### src/logic/status_word_defines.svh
`ifndef STATUS_WORD_DEFINES_SVH
`define STATUS_WORD_DEFINES_SVH
// Functional notes
// - bit 9 is 0 for terminal command source, 1 for network source.
// - bit 10 is 1 once the active reference is reached, else 0.
// - in speed mode the reached check uses the speed reference.
// - bit 11 is 1 while the reference lies outside its limits.
// - in speed mode limits are low speed and high speed settings.
// - bits 12 and 13 are reserved and carry no meaning.
// - bit 14 is 1 when the terminal stop key triggered a stop.
// - bit 15 gives output direction: 0 forward, 1 reverse.

////////////////////////////////////////////////////////////////////////
// register offsets (word index)
`define STATUS_WORD_OFFSET 4'h0
`define IRQ_STATUS_OFFSET 4'h1
`define IRQ_MASK_OFFSET 4'h2
`define LOW_SPEED_LIMIT_OFFSET 4'h3
`define HIGH_SPEED_LIMIT_OFFSET 4'h4
`define REACH_WINDOW_OFFSET 4'h5

// status word field positions
`define BIT_REMOTE 9
`define BIT_REACHED 10
`define BIT_LIMIT 11
`define BIT_RSVD0 12
`define BIT_RSVD1 13
`define BIT_STOP_KEY 14
`define BIT_DIRECTION 15

// reset values
`define STATUS_WORD_RESET 16'h0000
`define IRQ_RESET 16'h0000
`define LOW_SPEED_LIMIT_RESET 16'h0000
`define HIGH_SPEED_LIMIT_RESET 16'hffff
`define REACH_WINDOW_RESET 16'h0000
`endif

### src/logic/status_word_pkg.sv
package status_word_pkg;
    // control mode of the drive
    typedef enum logic [0:0] {
        MODE_SPEED,
        MODE_OTHER
    } drive_mode_t;
    typedef logic [15:0] word_t;
endpackage

### src/logic/drive_status_word_upper.sv
// Local design decisions: strobed register access and the register offsets.
`timescale 1ns/1ps
`include "status_word_defines.svh"

module drive_status_word_upper (
    input wire logic core_clk,
    input wire logic rst,
    input wire logic [3:0] reg_addr,
    input wire logic [15:0] reg_wdata,
    input wire logic reg_write,
    input wire logic reg_read,
    output logic [15:0] reg_rdata,
    input wire logic cmd_from_network,
    input wire status_word_pkg::drive_mode_t drive_mode,
    input wire logic [15:0] speed_reference,
    input wire logic [15:0] actual_speed,
    input wire logic other_ref_reached,
    input wire logic other_ref_limited,
    input wire logic stop_key_stop,
    input wire logic reverse_output,
    input wire logic [8:0] lower_status,
    output logic irq
);

    ////////////////////////////////////////////////////////////////////////
    // state
    status_word_pkg::word_t status_word;
    status_word_pkg::word_t next_status_word;
    status_word_pkg::word_t irq_status;
    status_word_pkg::word_t next_irq_status;
    status_word_pkg::word_t irq_mask;
    status_word_pkg::word_t next_irq_mask;
    status_word_pkg::word_t low_speed_limit;
    status_word_pkg::word_t next_low_speed_limit;
    status_word_pkg::word_t high_speed_limit;
    status_word_pkg::word_t next_high_speed_limit;
    status_word_pkg::word_t reach_window;
    status_word_pkg::word_t next_reach_window;
    status_word_pkg::word_t next_rdata;
    logic [16:0] diff;
    logic reached;
    logic limited;

    ////////////////////////////////////////////////////////////////////////
    // condition evaluation
    always_comb begin
        // absolute speed error, one extra bit so the subtraction cannot wrap
        if (actual_speed >= speed_reference) begin
            diff = {1'b0, actual_speed} - {1'b0, speed_reference};
        end else begin
            diff = {1'b0, speed_reference} - {1'b0, actual_speed};
        end
        if (drive_mode == status_word_pkg::MODE_SPEED) begin
            reached = (diff <= {1'b0, reach_window});
            limited = (speed_reference < low_speed_limit) ||
                (speed_reference > high_speed_limit);
        end else begin
            // torque-type modes supply their own verdicts
            reached = other_ref_reached;
            limited = other_ref_limited;
        end
    end

    // whole word rebuilt each cycle so a read never sees a mixed update
    always_comb begin
        next_status_word = `STATUS_WORD_RESET;
        next_status_word[8:0] = lower_status;
        next_status_word[`BIT_REMOTE] = cmd_from_network;
        next_status_word[`BIT_REACHED] = reached;
        next_status_word[`BIT_LIMIT] = limited;
        next_status_word[`BIT_RSVD0] = 1'b0;
        next_status_word[`BIT_RSVD1] = 1'b0;
        next_status_word[`BIT_STOP_KEY] = stop_key_stop;
        next_status_word[`BIT_DIRECTION] = reverse_output;
    end

    always_ff @(posedge core_clk or posedge rst) begin
        if (rst) begin
            status_word <= `STATUS_WORD_RESET;
        end else begin
            status_word <= next_status_word;
        end
    end

    ////////////////////////////////////////////////////////////////////////
    // software registers and interrupt
    always_comb begin
        next_irq_mask = irq_mask;
        next_low_speed_limit = low_speed_limit;
        next_high_speed_limit = high_speed_limit;
        next_reach_window = reach_window;
        next_irq_status = irq_status;
        if (reg_write) begin
            case (reg_addr)
                `IRQ_STATUS_OFFSET: begin
                    next_irq_status = irq_status & ~reg_wdata;
                end
                `IRQ_MASK_OFFSET: begin
                    next_irq_mask = reg_wdata;
                end
                `LOW_SPEED_LIMIT_OFFSET: begin
                    next_low_speed_limit = reg_wdata;
                end
                `HIGH_SPEED_LIMIT_OFFSET: begin
                    next_high_speed_limit = reg_wdata;
                end
                `REACH_WINDOW_OFFSET: begin
                    next_reach_window = reg_wdata;
                end
                default: begin
                    next_irq_mask = irq_mask;
                end
            endcase
        end
        // any status bit change is an event; set beats a same-cycle clear
        next_irq_status = next_irq_status | (next_status_word ^ status_word);
    end

    always_ff @(posedge core_clk or posedge rst) begin
        if (rst) begin
            irq_status <= `IRQ_RESET;
            irq_mask <= `IRQ_RESET;
            low_speed_limit <= `LOW_SPEED_LIMIT_RESET;
            high_speed_limit <= `HIGH_SPEED_LIMIT_RESET;
            reach_window <= `REACH_WINDOW_RESET;
        end else begin
            irq_status <= next_irq_status;
            irq_mask <= next_irq_mask;
            low_speed_limit <= next_low_speed_limit;
            high_speed_limit <= next_high_speed_limit;
            reach_window <= next_reach_window;
        end
    end

    assign irq = |(irq_status & irq_mask);

    ////////////////////////////////////////////////////////////////////////
    // read data, valid the cycle after the strobe; unmapped reads give zero
    always_comb begin
        next_rdata = 16'h0000;
        if (reg_read) begin
            case (reg_addr)
                `STATUS_WORD_OFFSET: next_rdata = status_word;
                `IRQ_STATUS_OFFSET: next_rdata = irq_status;
                `IRQ_MASK_OFFSET: next_rdata = irq_mask;
                `LOW_SPEED_LIMIT_OFFSET: next_rdata = low_speed_limit;
                `HIGH_SPEED_LIMIT_OFFSET: next_rdata = high_speed_limit;
                `REACH_WINDOW_OFFSET: next_rdata = reach_window;
                default: next_rdata = 16'h0000;
            endcase
        end
    end

    always_ff @(posedge core_clk or posedge rst) begin
        if (rst) begin
            reg_rdata <= 16'h0000;
        end else begin
            reg_rdata <= next_rdata;
        end
    end

endmodule

### config.mk
export PLATFORM = sky130hd
export DESIGN_NAME = drive_status_word_upper
export DESIGN_NICKNAME = d
export VERILOG_FILES = /design/src/logic/status_word_pkg.sv /design/src/logic/drive_status_word_upper.sv
export VERILOG_INCLUDE_DIRS = /design/src /design/src/logic
export SDC_FILE = /design/constraint.sdc
export NUM_CORES = 1
export LEC_CHECK = 0
export BUFFER_PORTS_ARGS = -buffer_cell sky130_fd_sc_hd__buf_2
export CAP_MARGIN = 10
export CORE_AREA = 2 2 150 152
export CTS_BUF_LIST = sky130_fd_sc_hd__clkbuf_16
export CTS_CLUSTER_DIAMETER = 150
export DETAILED_ROUTE_END_ITERATION = 12
export DIE_AREA = 0 0 152 154
export GPL_ROUTABILITY_DRIVEN = 0
export HOLD_SLACK_MARGIN = 0.03
export PLACE_DENSITY = 0.6
export SYNTH_ARGS = -nofsm -noshare
export SYNTH_HDL_FRONTEND = slang
export SYNTH_SLANG_ARGS = --single-unit
export TNS_END_PERCENT = 30
### constraint.sdc
create_clock -name core_clk -period 2.7 [get_ports core_clk]
set_clock_uncertainty 0.05 [all_clocks]
set_input_delay 0 -clock core_clk [delete_from_list [all_inputs] [get_ports core_clk]]
set_output_delay 0 -clock core_clk [all_outputs]
set_load 0.1 [all_outputs]
# Word-level counts from Yosys, hierarchy flattened
# Cells that the tools add are included.
# totals
word_cells	37
reg_bits	110
out_inout_bits	17
# classes
n_eq_ne	5
n_lt_le_gt_ge	4
bitwise_logic	5
add_sub_neg	2
n_mux	7
reduce_logical	7
# ops
operator	n
$pmux 16 s6	1
$mux 16	3
$sub 16x16->17	2
$and 16x16->16	2
$le 17x16->1	1
$mux 17	1
$ge 16x16->1	1
$gt 16x16->1	1
$lt 16x16->1	1
$not 16->16	1
$or 16x16->16	1
$reduce_or 16->1	1
$xor 16x16->16	1
$eq 4x2->1 const B	2
$eq 4x3->1 const B	2
$reduce_and 2->1	4
$eq 4x1->1 const B	1
$logic_not 4->1	1
$mux 1	2
$logic_or 1x1->1	1

# Depth between registers and ports, before layout
# Gate-level depths: netlist of run 1.
# depth
word_depth	6
mapped_depth	22
mapped_depth_nobuf	22

# Worst setup path before layout of run 1
# OpenSTA, ideal clock, no wires.
# synth_timing
path_type	input-to-reg
start	input port speed_reference[7]
end	register irq_status[10]
slack_ns	-1.111
setup_time_ns	0.079
path_stages	21
arrival_time_ns	3.682
cell_sequence	inv_1 ha_1 buf_6 a21oi_4 nand3_1 nand3b_4 a2111oi_4 o31ai_4 clkbuf_8 buf_2 o21ai_0 xnor2_1 ha_1 a21o_1 a21o_1 a21oi_1 nor3_1 a2111oi_0 nand2_1 a221oi_2 mux2i_1
# synth_via
elab_chain_cells	6
word_cells_on_any_way	8
# synth_lines
element	line	rtl
from (decl)	drive_status_word_upper.sv:15	input wire logic [15:0] speed_reference,
$sub 16x16->17 (tied with other cells)	drive_status_word_upper.sv:51	diff = {1'b0, speed_reference} - {1'b0, actual_speed};
$mux 17 *	drive_status_word_upper.sv:48	if (actual_speed >= speed_reference) begin
$le 17x16->1 *	drive_status_word_upper.sv:54	reached = (diff <= {1'b0, reach_window});
$mux 1 *	drive_status_word_upper.sv:53	if (drive_mode == status_word_pkg::MODE_SPEED) begin
net reached	drive_status_word_upper.sv:41	logic reached;
$xor 16x16->16 *	drive_status_word_upper.sv:116	next_irq_status = next_irq_status | (next_status_word ^ status_word);
$or 16x16->16 *	drive_status_word_upper.sv:116	
net next_irq_status[10]	drive_status_word_upper.sv:30	status_word_pkg::word_t next_irq_status;
to (signal assigned)	drive_status_word_upper.sv:121	irq_status <= `IRQ_RESET;
to (signal assigned)	drive_status_word_upper.sv:127	irq_status <= next_irq_status;
to (decl)	drive_status_word_upper.sv:29	status_word_pkg::word_t irq_status;
# The timed path passes the listed nets; every way through them passes the cells marked *.
# A chain may end at the register's enable or synchronous reset.

# Final worst setup path of run 1
# layout_timing
start	input port speed_reference[1]
end	register irq_status[10]
# Same word-level chain as after synthesis.

==> out/results.txt, run 1 <==
Seq pwr share - 40.5%
CTS tree - done
GRT Overall Usage - 18.4%
Global-route wire length before repair - 34,300 um
Area post-placement - 0.00896 sq mm
P_sw - 1.79 mW
Crit-path max cell delay - 0.44 ns
Adder-Cell Fraction of Synth Area - 13.7%
Final Non-Filler Cells - 1,229
Top post-synthesis cells by area - dfrtp_1, ha_1, mux2_2, dfstp_2, inv_1
Fmax - 0.286 GHz
Antenna viol nets, final - 0
FF+latch count, synth - 110
First-pass DRT Iterations - 7
Total CTS buffers - 9
Clock Root Buffer - clkbuf_16
Rel. slew slack - 36.9%
Antenna diodes - 0
Setup-failing EPs final - 2
Combinational power share - 34.1%
Fraction of synthesized cell area in xor and xnor cells - 3.04%
Setup crit start kind - input port
Area share of and/or/nand/nor cells after synthesis - 9.85%
Final WL - 21,700 um
Maxcap violations - 0
Crit end category - flip-flop
Clock Tree Buf Depth - 2
Synth Warn # - 0
Via Count - 6,234
Post-layout net count - 1,096
I/O Pins - 88
Vias in the first global route - 6,338
Sw Ratio - 33.3%
Die Ht - 154 um
Fin area - 0.00980 sq mm
Largest family of logic cells by synthesized area - compound AO/OA/AOI/OAI gates
Clk pin slew, worst setup/hold paths - 0.07 ns
Ratio of final minimum period to clock period - 130%
Sequential share of the synthesized area - 37.1%
Initial core utilization - 34.5%
Crit path kind - in2reg
Placed Cells - 1,172
Rows - 54
Leak - 4.70 nW
Post-synth top area share - 31.4%
Power Dens Cells - 550 mW/mm^2
Layout cells sized above 1 - 36.7%
Core Area - 0.0217 sq mm
Post-synthesis net count - 889
Die area - 0.0234 sq mm
Synth area leader - dfrtp_1
Clock Sink Count - 110
Main synth FF type - dfrtp_1
Hold Violations, Final - 0
Via density per instance - 5.07
Worst slew pin tran - 0.944 ns
Run status - finished with violations
Synthesized area - 0.00748 sq mm
Ys async rst share - 100%
Iteration-0 DRC Markers - 395
Tmin final - 3.50 ns
Finished Core Util - 45.2%
Number of buffers inserted by port buffering - 87
Int Pwr - 3.60 mW
WL/cell - 17.6 um
Clk_lat worst skew - 0.35 ns
Number of synthesized flops with an enable pin - 0
PnR worst setup slack - -0.798 ns
Chip Width - 152 um
RSZ-0062 raised after global routing - true
Critical path's slowest cell - a2111oi_4
Synth-to-Final Area Change - 31.0%
Clk pwr share - 25.4%
# DRC - 0
Overall power - 5.39 mW
Critical Path RT - 2.93 ns
Dpl hpwl - 16,800 um
Max VDD drop - 0.312 mV
CP arrival - 3.73 ns
Hold WC Path Type - in2reg
Synth Area in Compound Gates - 18.3%
Sequence of cells on the critical path - buf_8, inv_8, ha_4, nor2b_4, o2111ai_4, nand3b_4, a2111oi_4, o31ai_4, mux2_4, nor4_4, a31oi_1, xor2_1, ha_1, nand4_1, nor3_2, a2111oi_2, nand2_1, a221oi_2, mux2i_1
Failing checks - setup timing
Largest net degree at the start of global routing - 40
Syn Area/Cell - 10.2 sq um
Post-synthesis mux area share - 11.4%
Synthesized instance count - 737
Gr ovfl total - 0
# H-tree levels - 3
Final Max Slew Viols - 0
Antenna violations before repair - 0
CP Max Fanout - 5
Post-synth cell types - 67
==> through the flow <==
stage | TNS (ns) | hold slack, ns | worst slack, ns
global placement | -2.36 | 0.0844 | -1.26
floorplan | -1.76 | -0.0186 | -0.963
CTS | -1.69 | 0.202 | -0.881
global route | -2.08 | 0.213 | -1.07
detailed placement | -2.51 | 0.0872 | -1.35
finish | -1.53 | 0.196 | -0.798
==> layer usage <==
metal,track usage (%),up-vias,share of wire (%)
met3,1.72,31,4.0
met5,0,-,0
met1,25.4,2990,47
li1,-,3053,-
met2,31.0,160,47
met4,5.16,0,1.9
==> area by class of cell <==
cell class,instances,area (sq um)
fillers,2087,11900
multi-input cells,512,4410
flip-flops and latches,110,2770
repair buffers,222,1610
inverters,89,350
well taps,280,350
clock buffers,9,225
clock inverters,7,82.6
==> Yosys cell counts, drive strengths merged (3+ instances only) <==
cell / number
nand2b: 5
xor2: 6
nor3: 9
a21o: 33
nor2b: 6
a22oi: 44
a21boi: 3
nand3b: 4
dfrtp: 94
xnor2: 20
and3: 3
o211ai: 3
o21a: 3
a2111oi: 4
a221oi: 6
a31oi: 20
nand2: 64
nor2: 15
dfstp: 16
mux2: 68
a21oi: 35
and2: 4
mux2i: 8
nand3: 10
ha: 79
a22o: 4
inv: 89
o21ai: 16
nand4: 11
clkbuf: 17
buf: 9
==> cell families (layout without fill, tap and decap cells) <==
family,after synthesis,count (layout)
AO/OA/AOI/OAI,186,186
AND/OR/NAND/NOR,143,143
buffers and inverters,115,327
flip-flops,110,110
adder cells (fa/ha/maj),81,81
multiplexers,76,76
XOR/XNOR,26,26
==> critical path, delay by kind of cell <==
family,cells,cell delay [ns]
multiplexers,2,0.55
AO/OA/AOI/OAI,6,1.54
AND/OR/NAND/NOR,6,0.84
XOR/XNOR,1,0.16
buffers and inverters,2,0.15
adder cells (fa/ha/maj),2,0.48
==> path summary, 6_finish.rpt <==
kind	from	end	slack, ns	depth (start not counted)
setup / recovery	speed_reference[1]	irq_status[10]	-0.80	19
hold / removal	reg_write	low_speed_limit[14]	0.20	3
min in group asynchronous	rst	reg_rdata[9]	0.29	3
setup reg to reg	high_speed_limit[7]	irq_status[11]	0.18	10
hold reg to reg	irq_status[3]	irq_status[3]	0.46	2
max in group asynchronous	rst	high_speed_limit[5]	1.60	4
==> placed cells by master (no fill, tap or decap), types with 15 or more instances in the layout <==
cell type      instances
a21o_1                30
a21oi_1               30
dfstp_2               16
dfrtp_1               94
xnor2_1               20
a22oi_1               44
nor2_1                15
buf_2                 83
inv_1                 83
buf_4                 98
a31oi_1               20
dlygate4sd3_1         32
nand2_1               62
mux2_2                67
ha_1                  71
==> power groups by stage <==
stage	clock (mW)	combinational, mW	sequential [mW]
finish	1.37	1.84	2.18
global route	1.46	2.04	2.21
CTS	1.39	1.81	2.17
detailed placement	0	1.72	2.20
global placement	0	1.70	2.20
floorplan	0	1.15	2.15
==> repair_timing <==
item / CTS / global route
setup buffers: 5 / 4
setup endpoints to repair: 2 / 2
hold buffers: 32 / 0
resized for setup: 22 / 15
pin swaps: 23 / 26
hold endpoints to repair: 125 / 0
==> sequential cells by signal (all words and copies together), names as in the netlist <==
register          count
high_speed_limit     16
reach_window         16
irq_mask             16
irq_status           16
status_word          14
low_speed_limit      16
reg_rdata            16
Note: power is estimated with default switching activity, not from simulation.
==> inputs of run 2 (changes only) <==
- CTS_CLUSTER_SIZE: default -> 20
- MAX_ROUTING_LAYER: default -> met4
==> out/results.txt, run 2 (synthesis results as in run 1) <==
Run status - finished with violations
Failing checks - setup timing
Worst reg2reg path endpoint - irq_status[11]
WP buf/inv - 2 (unchanged)
Depth of the most critical reg-to-reg path - 10 (unchanged)
Clk_lat worst skew - 0.35 ns (about the same)
Top Family by Delay on Critical Path - compound AO/OA/AOI/OAI gates
Depth of the worst hold-timing path - 3 (unchanged)
Core Area - 0.0217 sq mm (unchanged)
Fmax - 0.286 GHz (-0.12%)
Final Max Slew Viols - 0 (unchanged)
Commonest non-fill, non-tap cell in the layout - buf_4
PnR worst setup slack - -0.802 ns (-0.00417 ns)
Filler cell count - 2,087 (unchanged)
Clock Sink Count - 110 (unchanged)
Chip Width - 152 um (unchanged)
Seq pwr share - 40.6% (about the same)
Sw Ratio - 33.2% (-0.12 points)
CTS tree - done
Die Ht - 154 um (unchanged)
Clock Tree Buf Depth - 2 (unchanged)
# H-tree levels - 3 (unchanged)
Rows - 54 (unchanged)
Setup-failing EPs final - 2 (unchanged)
CP Max Fanout - 5 (unchanged)
Global-route wire length before repair - 34,300 um (about the same)
Area of the multi-input gates - 0.00441 sq mm (unchanged)
Antenna violations before repair - 0 (unchanged)
Power Dens Cells - 549 mW/mm^2 (-0.19%)
Fin area - 0.00980 sq mm (unchanged)
First-pass DRT Iterations - 5 (-2)
I/O Pins - 88 (unchanged)
Crit path kind - in2reg
Vias in the first global route - 6,334 (-0.063%)
Number of buffers inserted by port buffering - 87 (unchanged)
Int Pwr - 3.60 mW (about the same)
Leading cell types in the layout, fill and taps excluded - buf_4, dfrtp_1, inv_1, buf_2, ha_1
WL/cell - 17.6 um (-0.22%)
Antenna diodes - 0 (unchanged)
Tmin final - 3.50 ns (+0.00417 ns)
TNS Setup - -1.53 ns (-0.00831 ns)
Synth-to-Final Area Change - 31.0% (unchanged)
Worst R2R Setup Slack - 0.21 ns (+0.03 ns)
P_sw - 1.78 mW (-0.57%)
Hold Crit Endpoint - low_speed_limit[14]
# DRC - 0 (unchanged)
Total CTS buffers - 9 (unchanged)
Initial core utilization - 34.5% (unchanged)
Crit-path max cell delay - 0.44 ns (about the same)
Largest net degree at the start of global routing - 40 (unchanged)
GRT Overall Usage - 19.0% (+0.57 points)
Via Count - 6,254 (+0.32%)
Leak - 4.70 nW (unchanged)
Hold Violations, Final - 0 (unchanged)
Rel. slew slack - 37.4% (+0.51 points)
Critical Path RT - 2.92 ns (about the same)
Hold WC Path Type - in2reg
Iteration-0 DRC Markers - 412 (+4.3%)
Hold_sp - reg_write
Max VDD drop - 0.313 mV (+0.40%)
Die area - 0.0234 sq mm (unchanged)
Critical path's slowest cell - a2111oi_4
Ratio of final minimum period to clock period - 130% (+0.15 points)
Worst slew pin tran - 0.936 ns (-0.00767 ns)
Clock Root Buffer - clkbuf_16
R2r startpoint - high_speed_limit[7]
Sequence of cells on the critical path - buf_8, inv_8, ha_4, nor2b_4, o2111ai_4, nand3b_4, a2111oi_4, o31ai_4, mux2_4, nor4_4, a31oi_1, xor2_1, ha_1, nand4_1, nor3_2, a2111oi_2, nand2_1, a221oi_2, mux2i_1
Dpl hpwl - 16,800 um (unchanged)
Area post-placement - 0.00896 sq mm (unchanged)
Layout cells sized above 1 - 36.7% (unchanged)
CP arrival - 3.73 ns (about the same)
Clk pin slew, worst setup/hold paths - 0.07 ns (about the same)
Gr ovfl total - 0 (unchanged)
Crit end category - flip-flop
Via density per instance - 5.09 (+0.32%)
RSZ-0062 raised after global routing - true
Setup crit start kind - input port
Post-layout net count - 1,096 (unchanged)
Combinational power share - 34.1% (about the same)
Final WL - 21,600 um (-0.22%)
Maxcap violations - 0 (unchanged)
Pre-CTS setup slack - -1.35 ns (unchanged)
Antenna viol nets, final - 0 (unchanged)
Clk pwr share - 25.3% (about the same)
Sequential Area - 0.00277 sq mm (unchanged)
## run 2: cell counts in the layout (fill, tap and decap cells not counted)
No cell type changed its count.
## run 2: cell type report
class | count | share of cell area, %
tap | 280 | 3.58
multi-input combinational | 512 | 45.0
clock buffer | 9 | 2.30
inverter | 89 | 3.58
clock inverter | 7 | 0.843
timing repair buffer | 222 | 16.4
sequential | 110 | 28.3
## run 2: power by group through the flow
stage	sequential, mW	combinational (mW)	clock, mW
finish	2.18	1.84	1.36
global placement	2.20	1.70	0
detailed placement	2.20	1.72	0
global route	2.21	2.04	1.46
CTS	2.17	1.81	1.39
floorplan	2.15	1.15	0
## run 2: worst register-to-register path, stage by stage (launching register included)
cell       delay [ns]
dfstp_2          0.54
inv_1            0.07
ha_1             0.30
a2111oi_0        0.41
o221ai_1         0.21
o211ai_1         0.12
o211a_1          0.17
a31oi_1          0.05
mux2i_1          0.23
a21o_1           0.15
nand3_1          0.06
## run 2: worst max path at each step
stage	from	endpoint	slack, ns	cells past startpoint
after floorplan	actual_speed[7]	irq_status[10]	-0.96	21
after global placement	speed_reference[1]	irq_status[10]	-1.26	20
after detailed placement	speed_reference[0]	irq_status[10]	-1.35	23
after CTS	speed_reference[1]	irq_status[10]	-0.88	20
after global routing	speed_reference[1]	irq_status[10]	-1.07	19
final	speed_reference[1]	irq_status[10]	-0.80	19
## run 2: routing by layer
| metal | global-route usage (%) | up-vias | share of wire [%] |
|---|---|---|---|
| met1 | 25.4 | 2995 | 46 |
| met4 | 4.76 | 0 | 1.8 |
| met5 | - | - | 0 |
| met2 | 31.1 | 178 | 48 |
| met3 | 2.06 | 25 | 4.1 |
| li1 | - | 3056 | - |
## run 2: per-stage QoR
stage                     hold WS, ns  power (mW)  std cells  util (%)
after detailed placement       0.0872        3.93       1172      41.3
after global routing            0.210        5.72       1229      45.2
final                           0.192        5.38       1229      45.2
after global placement         0.0844        3.90       1172      41.3
after CTS                       0.202        5.37       1225      44.7
after floorplan               -0.0186        3.29        737         -
## run 2: repair_timing
item | CTS | global route
hold buffers | 32 | 0
pin swaps | 23 | 26
hold endpoints to repair | 125 | 0
setup buffers | 5 | 4
setup endpoints to repair | 2 | 2
resized for setup | 22 | 15
